--- src/inc/brs_map.svh ---
`ifndef BRS_MAP_SVH
`define BRS_MAP_SVH
`define BRS_ADDR_W 8
`define BRS_DATA_W 9
`define BRS_QUIET_CYC 1
`define BRS_HOLD_CYC 2
`define BRS_CFG_RAM 2'h0
`define BRS_CFG_ROM 2'h1
`define BRS_CFG_FIFO 2'h2
`endif

--- src/inc/brs_pkg.sv ---
package brs_pkg;
  typedef enum logic [1:0] {
    BRS_IDLE,
    BRS_QUIET_PRE,
    BRS_IN_RESET,
    BRS_QUIET_POST
  } brs_seq_e;
  typedef logic [1:0] brs_cfg_t;
endpackage

--- src/inc/brs_if.sv ---
`timescale 1ns/1ps
// link between the fabric controller and the block memory
interface brs_if;
  logic clk_en;
  logic wr_req;
  logic fifo_read_request;
  logic mem_async_rst;
  logic global_set_reset;
  logic fifo_rst;
  logic fifo_read_pointer_reset;
  logic sync_rst;
  logic [7:0] addr;
  logic [8:0] wr_data;
  logic [8:0] rd_data;
  logic fifo_empty;
  logic fifo_full;
  modport mem (
    input clk_en, wr_req, fifo_read_request, mem_async_rst, global_set_reset,
    input fifo_rst, fifo_read_pointer_reset, sync_rst, addr, wr_data,
    output rd_data, fifo_empty, fifo_full
  );
  modport ctl (
    output clk_en, wr_req, fifo_read_request, mem_async_rst, global_set_reset,
    output fifo_rst, fifo_read_pointer_reset, sync_rst, addr, wr_data,
    input rd_data, fifo_empty, fifo_full
  );
endinterface

--- src/verilog/brs_fabric_ctl.sv ---
`timescale 1ns/1ps
`include "brs_map.svh"
// fabric controller: orders enables around every user-requested asynchronous reset
module brs_fabric_ctl #(
  parameter int ADDR_W = `BRS_ADDR_W,
  parameter int DATA_W = `BRS_DATA_W,
  parameter int QUIET_CYC = `BRS_QUIET_CYC,
  parameter int HOLD_CYC = `BRS_HOLD_CYC,
  parameter bit PRELOADED = 1'b0
) (
  input wire logic clk,
  input wire logic sys_rst,
  input wire logic usr_en,
  input wire logic usr_wr,
  input wire logic usr_rd,
  input wire logic [ADDR_W-1:0] usr_addr,
  input wire logic [DATA_W-1:0] usr_wdata,
  input wire logic usr_rst_req,
  input wire logic usr_gsr_req,
  input wire logic usr_fifo_rst_req,
  input wire logic usr_rp_rst_req,
  input wire logic usr_sync_rst,
  input wire logic io_wake,
  output logic usr_busy,
  output logic [DATA_W-1:0] usr_rdata,
  brs_if.ctl link
);
  brs_pkg::brs_seq_e st_r, st_nxt;
  logic [7:0] cnt_r;
  logic [3:0] kind_r; // which resets this sequence drives
  logic [DATA_W-1:0] rdata_r;
  logic gsr_boot_r;

  wire [3:0] req = {usr_rp_rst_req, usr_fifo_rst_req, usr_gsr_req, usr_rst_req};
  wire any_req = |req;
  wire cnt_done = (cnt_r == 8'h00);
  wire quiet = (st_r != brs_pkg::BRS_IDLE);

  // state sequence: quiet, reset, quiet, back to idle
  always_comb begin
    st_nxt = st_r;
    case (st_r)
      brs_pkg::BRS_IDLE: if (any_req) st_nxt = brs_pkg::BRS_QUIET_PRE;
      brs_pkg::BRS_QUIET_PRE: if (cnt_done) st_nxt = brs_pkg::BRS_IN_RESET;
      brs_pkg::BRS_IN_RESET: if (cnt_done) st_nxt = brs_pkg::BRS_QUIET_POST;
      brs_pkg::BRS_QUIET_POST: if (cnt_done) st_nxt = brs_pkg::BRS_IDLE;
      default: st_nxt = brs_pkg::BRS_IDLE;
    endcase
  end

  always_ff @(posedge clk) begin
    if (sys_rst) begin
      st_r <= brs_pkg::BRS_IDLE;
      cnt_r <= 8'h00;
      kind_r <= 4'h0;
    end else begin
      st_r <= st_nxt;
      if (!quiet && any_req) begin
        kind_r <= req;
        cnt_r <= 8'(QUIET_CYC - 1);
      end else if (st_nxt != st_r) begin
        cnt_r <= (st_nxt == brs_pkg::BRS_IN_RESET) ? 8'(HOLD_CYC - 1) : 8'(QUIET_CYC - 1);
      end else if (!cnt_done) begin
        cnt_r <= cnt_r - 8'h01;
      end
    end
  end

  // preloaded contents: global reset held from boot until io wake
  always_ff @(posedge clk) begin
    if (sys_rst) begin
      gsr_boot_r <= PRELOADED;
    end else if (io_wake) begin
      gsr_boot_r <= 1'b0;
    end
  end

  always_ff @(posedge clk) begin
    if (sys_rst) begin
      rdata_r <= '0;
    end else begin
      rdata_r <= link.rd_data;
    end
  end

  wire in_rst = (st_r == brs_pkg::BRS_IN_RESET);
  wire [3:0] rst_vec;
  // one strobe per reset kind, all framed by the same hold state
  for (genvar i = 0; i < 4; i++) begin : g_rst
    assign rst_vec[i] = in_rst & kind_r[i];
  end
  // enables and requests forced low through the whole sequence
  assign link.clk_en = usr_en & ~quiet & ~gsr_boot_r;
  assign link.wr_req = usr_wr & ~quiet & ~gsr_boot_r;
  assign link.fifo_read_request = usr_rd & ~quiet & ~gsr_boot_r;
  assign link.mem_async_rst = rst_vec[0];
  assign link.global_set_reset = rst_vec[1] | gsr_boot_r;
  assign link.fifo_rst = rst_vec[2];
  assign link.fifo_read_pointer_reset = rst_vec[3];
  assign link.sync_rst = usr_sync_rst;
  assign link.addr = usr_addr;
  assign link.wr_data = usr_wdata;
  assign usr_busy = quiet | gsr_boot_r;
  assign usr_rdata = rdata_r;
endmodule // brs_fabric_ctl

--- src/flat_wrapper.sv ---
// flat-port wrapper written by rule: the top's interface ports become plain ports
module brs_fabric_ctl_flat 
#(
  parameter int ADDR_W = `BRS_ADDR_W,
  parameter int DATA_W = `BRS_DATA_W,
  parameter int QUIET_CYC = `BRS_QUIET_CYC,
  parameter int HOLD_CYC = `BRS_HOLD_CYC,
  parameter bit PRELOADED = 1'b0
)
  (clk, sys_rst, usr_en, usr_wr, usr_rd, usr_addr, usr_wdata, usr_rst_req, usr_gsr_req, usr_fifo_rst_req, usr_rp_rst_req, usr_sync_rst, io_wake, usr_busy, usr_rdata, link_clk_en, link_wr_req, link_fifo_read_request, link_mem_async_rst, link_global_set_reset, link_fifo_rst, link_fifo_read_pointer_reset, link_sync_rst, link_addr, link_wr_data, link_rd_data, link_fifo_empty, link_fifo_full);
  brs_if link_i ();
  input wire logic clk;
  input wire logic sys_rst;
  input wire logic usr_en;
  input wire logic usr_wr;
  input wire logic usr_rd;
  input wire logic [ADDR_W-1:0] usr_addr;
  input wire logic [DATA_W-1:0] usr_wdata;
  input wire logic usr_rst_req;
  input wire logic usr_gsr_req;
  input wire logic usr_fifo_rst_req;
  input wire logic usr_rp_rst_req;
  input wire logic usr_sync_rst;
  input wire logic io_wake;
  output logic usr_busy;
  output logic [DATA_W-1:0] usr_rdata;
  output wire logic [$bits(link_i.clk_en)-1:0] link_clk_en;
  output wire logic [$bits(link_i.wr_req)-1:0] link_wr_req;
  output wire logic [$bits(link_i.fifo_read_request)-1:0] link_fifo_read_request;
  output wire logic [$bits(link_i.mem_async_rst)-1:0] link_mem_async_rst;
  output wire logic [$bits(link_i.global_set_reset)-1:0] link_global_set_reset;
  output wire logic [$bits(link_i.fifo_rst)-1:0] link_fifo_rst;
  output wire logic [$bits(link_i.fifo_read_pointer_reset)-1:0] link_fifo_read_pointer_reset;
  output wire logic [$bits(link_i.sync_rst)-1:0] link_sync_rst;
  output wire logic [$bits(link_i.addr)-1:0] link_addr;
  output wire logic [$bits(link_i.wr_data)-1:0] link_wr_data;
  input wire logic [$bits(link_i.rd_data)-1:0] link_rd_data;
  input wire logic [$bits(link_i.fifo_empty)-1:0] link_fifo_empty;
  input wire logic [$bits(link_i.fifo_full)-1:0] link_fifo_full;
  assign link_clk_en = link_i.clk_en;
  assign link_wr_req = link_i.wr_req;
  assign link_fifo_read_request = link_i.fifo_read_request;
  assign link_mem_async_rst = link_i.mem_async_rst;
  assign link_global_set_reset = link_i.global_set_reset;
  assign link_fifo_rst = link_i.fifo_rst;
  assign link_fifo_read_pointer_reset = link_i.fifo_read_pointer_reset;
  assign link_sync_rst = link_i.sync_rst;
  assign link_addr = link_i.addr;
  assign link_wr_data = link_i.wr_data;
  assign link_i.rd_data = link_rd_data;
  assign link_i.fifo_empty = link_fifo_empty;
  assign link_i.fifo_full = link_fifo_full;
  brs_fabric_ctl #(.ADDR_W(ADDR_W), .DATA_W(DATA_W), .QUIET_CYC(QUIET_CYC), .HOLD_CYC(HOLD_CYC), .PRELOADED(PRELOADED)) u_core (.clk(clk), .sys_rst(sys_rst), .usr_en(usr_en), .usr_wr(usr_wr), .usr_rd(usr_rd), .usr_addr(usr_addr), .usr_wdata(usr_wdata), .usr_rst_req(usr_rst_req), .usr_gsr_req(usr_gsr_req), .usr_fifo_rst_req(usr_fifo_rst_req), .usr_rp_rst_req(usr_rp_rst_req), .usr_sync_rst(usr_sync_rst), .io_wake(io_wake), .usr_busy(usr_busy), .usr_rdata(usr_rdata), .link(link_i));
endmodule
--- config.mk ---
export PLATFORM = sky130hd
export DESIGN_NAME = brs_fabric_ctl_flat
export DESIGN_NICKNAME = d
export VERILOG_FILES = /design/src/inc/brs_pkg.sv /design/src/inc/brs_if.sv /design/src/verilog/brs_fabric_ctl.sv /design/src/flat_wrapper.sv
export VERILOG_INCLUDE_DIRS = /design/src /design/src/inc
export SDC_FILE = /design/constraint.sdc
export NUM_CORES = 1
export LEC_CHECK = 0
export ABC_AREA = 1
export BUFFER_PORTS_ARGS = -buffer_cell sky130_fd_sc_hd__buf_2
export CAP_MARGIN = 40
export CORE_AREA = 8 8 49 90
export CTS_BUF_LIST = sky130_fd_sc_hd__clkbuf_8
export DETAILED_ROUTE_END_ITERATION = 10
export DIE_AREA = 0 0 57 98
export PLACE_DENSITY_LB_ADDON = 0.25
export SKIP_CTS_REPAIR_TIMING = 1
export SYNTH_ARGS = -nofsm -noshare
export SYNTH_HDL_FRONTEND = slang
export SYNTH_SLANG_ARGS = --single-unit
--- constraint.sdc ---
create_clock -name clk -period 1.65 [get_ports clk]
set_clock_uncertainty 0.05 [all_clocks]
set_input_delay 0 -clock clk [delete_from_list [all_inputs] [get_ports clk]]
set_output_delay 0 -clock clk [all_outputs]
set_load 0.01 [all_outputs]
Word level (Yosys, flattened, before mapping):

Index checks and enable logic that the tools add are counted.
Widths: inputs -> output; s select.

* mux-type cells: 8
* equal/unequal tests: 6
* add/subtract/negate cells: 1
* reductions and logical operators: 7
* bitwise gates (word level): 8

Operator list (count)
* $mux 8: 2
* $logic_not 8->1: 1
* $mux 2: 4
* $pmux 2 s4: 1
* $sub 8x1->8 const B: 1
* $and 1x1->1: 7
* $eq 2x2->1 const B: 3
* $reduce_or 4->1: 1
* $eq 2x1->1 const B: 1
* $logic_not 2->1: 1
* $ne 2x2->1: 1
* $ne 2x2->1 const B: 1
* $reduce_bool 2->1: 1
* $reduce_or 2->1: 1
* $logic_and 1x1->1: 1
* $logic_not 1->1: 1
* $mux 1: 1
* $not 1->1: 1

* register bits: 23
* output and inout port bits: 35
* word-level logic and storage cells: 34

Logic depth before layout (Yosys ltp):

* word-level depth: 6
* depth in mapped cells: 9
* depth with buffers taken out: 9

Least setup slack after synthesis:

OpenSTA, ideal clock, no wires.

* path type: register to register
* from: register u_core.cnt_r[0]
* to: register u_core.cnt_r[0]
* arrival time: 1.157 ns
* buffers on the path: 0
* path slack: 0.335 ns
* setup time: 0.109 ns
* stages on the path, launching flop included: 10
* required time: 1.491 ns
* path through: dfxtp_1 inv_2 ha_1 nand3_4 nor2_8 nand2_2 nand2_1 nand3_1 nand2_1 inv_1

* cells in the longest elaborated chain, start to end: 6
* elaborated cells between the ends (all ways): 12
* those cells by class: add/sub: 1; eq/ne: 3; mux: 7; reduce/logical: 1

RTL lines
* start: declaration: line brs_fabric_ctl.sv:29 `logic [7:0] cnt_r;`
* start signal: assignment: line brs_fabric_ctl.sv:60 `cnt_r <= 8'(QUIET_CYC - 1);`
* start signal: assignment: line brs_fabric_ctl.sv:62 `cnt_r <= (st_nxt == brs_pkg::BRS_IN_RESET) ? 8'(HOLD_CYC - 1) : 8'(QUIET_CYC - 1);`
* start signal: assignment: line brs_fabric_ctl.sv:64 `cnt_r <= cnt_r - 8'h01;`
* $logic_not 8->1: line brs_fabric_ctl.sv:36 `wire cnt_done = (cnt_r == 8'h00);`
* $mux 2, on equally long branches: line brs_fabric_ctl.sv:46, brs_fabric_ctl.sv:44, brs_fabric_ctl.sv:45
* $pmux 2 s4: line brs_fabric_ctl.sv:42 `case (st_r)`
* $eq 2x2->1: line brs_fabric_ctl.sv:62
* $mux 1: line brs_fabric_ctl.sv:62
* $mux 8: line brs_fabric_ctl.sv:61 `end else if (st_nxt != st_r) begin`

Several ways; a longest one is shown, not always the timed one. The select of a mux whose other input is x is not followed.
A chain may end at the register's enable or synchronous reset.

Worst setup path in the final report:

Same ends and word-level chain as after synthesis.

==> metrics.md <==
| Metric | Value |
|---|---|
| Status | finished, violations left |
| Failing checks | hold timing |
| DIE AREA | 5586 um^2 |
| IO buf count | 34 |
| Post-route cell area | 1655 um^2 |
| Critical path startpoint category | flip-flop |
| Max VDD drop | 0.8167 mV |
| DP Area | 1300 um^2 |
| Synthesized flop and latch total | 23 |
| Clock transition at path regs | 0.08 ns |
| Total Nets Final | 256 |
| Endpoints failing setup | 0 |
| GPL Wtd Cong | 0.7178 |
| Routed length on met3 | 176 um |
| Synth Instances | 165 |
| Asr flop ratio synth | 0% |
| Worst EP arrival | 1.57 ns |
| Core Box Area | 3303 um^2 |
| EDFF count, synth | 0 |
| Average cell area after synthesis | 7.447 um^2 |
| Synthesized Nets | 205 |
| RSZ-0062 raised after global routing | no |
| Wire per inst | 11.60 um |
| Share of the synthesized area in the top cell type | 37.47% |
| Final hold vios | 10 |
| Netlist cell types | 25 |
| Post-synth top flop | dfxtp_1 |
| Worst-Margin Slew | 0.2401 ns |
| Maxcap violations | 0 |
| CP max FO | 7 |
| Clock root buffer | clkbuf_8 |
| Relative slew slack | 84.00% |
| Worst Setup Path Type | flip-flop to flip-flop |
| Met1 wire length | 1036 um |
| Vias in the first global route | 999 |
| Top routing layer used | met4 |
| Hold path depth | 2 |
| PwrDens | 1585 nW/um^2 |
| Global route overflow | 0 |
| Post-Route WL | 2866 um |
| Layout cells sized above 1 | 27.91% |
| Total track usage | 8.225% |
| DR DRC count | 0 |
| Setup TNS | 0 ns |
| Worst R2R Setup Slack | 0.20 ns |
| Reg2reg end | u_core.cnt_r[0] |
| Hold/Removal Path Class | input pin to flip-flop |
| Hold path startpoint | sys_rst |
| Pleak | 0.8397 nW |
| Number of I/O pins | 74 |
| Post-route antenna net violation count | 0 |
| Antenna violations before repair | 0 |
| Launch point of the worst reg-to-reg path | u_core.cnt_r[0] |
| Maximum achievable frequency | 689.6 MHz |
| Sequential area share after synthesis | 37.47% |
| First-pass GRT wire length | 3981 um |
| Synth Cell Area | 1229 um^2 |
| Die Y | 98 um |
| Vias per cell | 4.300 |
| Pin count of the biggest net entering global routing | 13 |
| Crit end category | flip-flop |
| Hold EP | u_core.usr_rdata[4] |
| Fin crit share | 87.89% |
| 1st-iter DRT viols | 8 |
| Synth area leader | dfxtp_1 |
| P&R area growth vs syn | 34.73% |
| Cells taking the most area after synthesis | dfxtp_1 (37%), buf_4 (11%), nor2_1 (9.2%), inv_1 (8.2%), nand3_1 (4.9%) |
| Most common cell in the synthesized netlist | nor2_1 |
| Clock sinks | 23 |
| CTS Buf Count | 3 |
| CTS tree | built |
| Antenna fix cells | 0 |
| 1st-pass router iterations | 4 |
| Row cnt | 30 |
| Total number of vias | 1062 |
| Clock tree buffer depth | 2 |
| Slew Limit Fails | 0 |
| Ys Warns | 0 |
| Starting Density | 37.20% |
| Met2 routed WL | 1599 um |
| Hpwl dp | 1873 um |
| Worst reg2reg path depth | 9 |
| Hold slack final | -0.02549 ns |
| CP required | 1.77 ns |
| Htree depth | 1 |
| Clock Latency Late Sink | 0.26 ns |
| Post-layout min period | 1.450 ns |
| Die width | 57 um |
| Post-synth top cells | nor2_1 (30), inv_1 (27), dfxtp_1 (23) |
[logic make-up (layout without fill, tap and decap cells)]
logic type | Yosys count | count (layout) | share of synthesized area (%)
compound gates | 11 | 11 | 4.480
xor+xnor | 1 | 1 | 0.7130
fa+ha+maj | 1 | 1 | 1.018
buf+inv | 52 | 102 | 21.59
flops | 23 | 23 | 37.47
simple gates | 77 | 77 | 34.72
[where the power goes]
group | internal [mW] | switching [mW]
clock network | 0.166 | 0.173
logic | 0.585 | 0.962
registers | 0.667 | 0.0714
[placed cells by master (no fill, tap or decap), types with 2 or more instances in the layout]
master and count:
nand2_2 4, dfxtp_1 23, clkbuf_8 3, inv_1 28, nand3_1 12, nand3b_1 2, dlygate4sd3_1 31, nor2_1 30
a21oi_1 4, nor2_8 2, nor2_2 4, inv_2 5, buf_2 34, o21ai_1 6, nand2_4 3, nand2_1 14
[layout make-up]
type	count	area, um^2
clock buffers	3	41.29
clock inverters	1	3.754
fillers	337	1648
inverters	33	126.4
multi-input cells	90	503.0
flip-flops and latches	23	460.4
well taps	32	40.04
repair buffers	65	480.5
[per-stage QoR]
stage | instances | power, mW | util (%) | hold slack [ns] | setup slack [ns]
2_1_floorplan | 165 | 1.993 | - | 0.03713 | 0.3347
3_3_place_gp | 212 | 2.227 | 39.36 | -0.04993 | 0.2139
3_5_place_dp | 212 | 2.248 | 39.36 | -0.04993 | 0.2036
4_1_cts | 216 | 2.591 | 40.72 | -0.1214 | 0.1908
5_1_grt | 247 | 2.896 | 50.11 | 0.003759 | 0.07706
6_report | 247 | 2.624 | 50.11 | -0.02549 | 0.1999
[worst max-delay path by stage]
stage / from / slack [ns] / endpoint / cells past startpoint
after detailed placement: u_core.cnt_r[0] / 0.20 / u_core.cnt_r[0] / 9
after global routing: u_core.cnt_r[0] / 0.08 / u_core.cnt_r[0] / 9
final: u_core.cnt_r[0] / 0.20 / u_core.cnt_r[0] / 9
after floorplan: u_core.cnt_r[0] / 0.33 / u_core.cnt_r[0] / 9
after global placement: u_core.cnt_r[0] / 0.21 / u_core.cnt_r[0] / 9
after CTS: u_core.cnt_r[0] / 0.19 / u_core.cnt_r[0] / 9
[routing by layer]
layer / vias up / GRT usage, %
met5: - / 0
met4: 0 / 4.000
met3: 6 / 3.896
met2: 28 / 13.43
met1: 452 / 8.429
li1: 576 / -
[sequential cells by signal (all words and copies together), names as in the netlist]
name,flops
u_core.cnt_r,8
u_core.kind_r,4
u_core.st_r,2
u_core.usr_rdata,9
[worst max-delay path, cell delays in order, from the launching register on]
cell,delay [ns]
dfxtp_1,0.32
inv_2,0.06
ha_1,0.28
nand3_4,0.15
nor2_8,0.18
nand2_2,0.09
nand2_1,0.07
nand3_1,0.06
nand2_1,0.06
inv_1,0.03
Note: power is estimated with default switching activity, not from simulation.
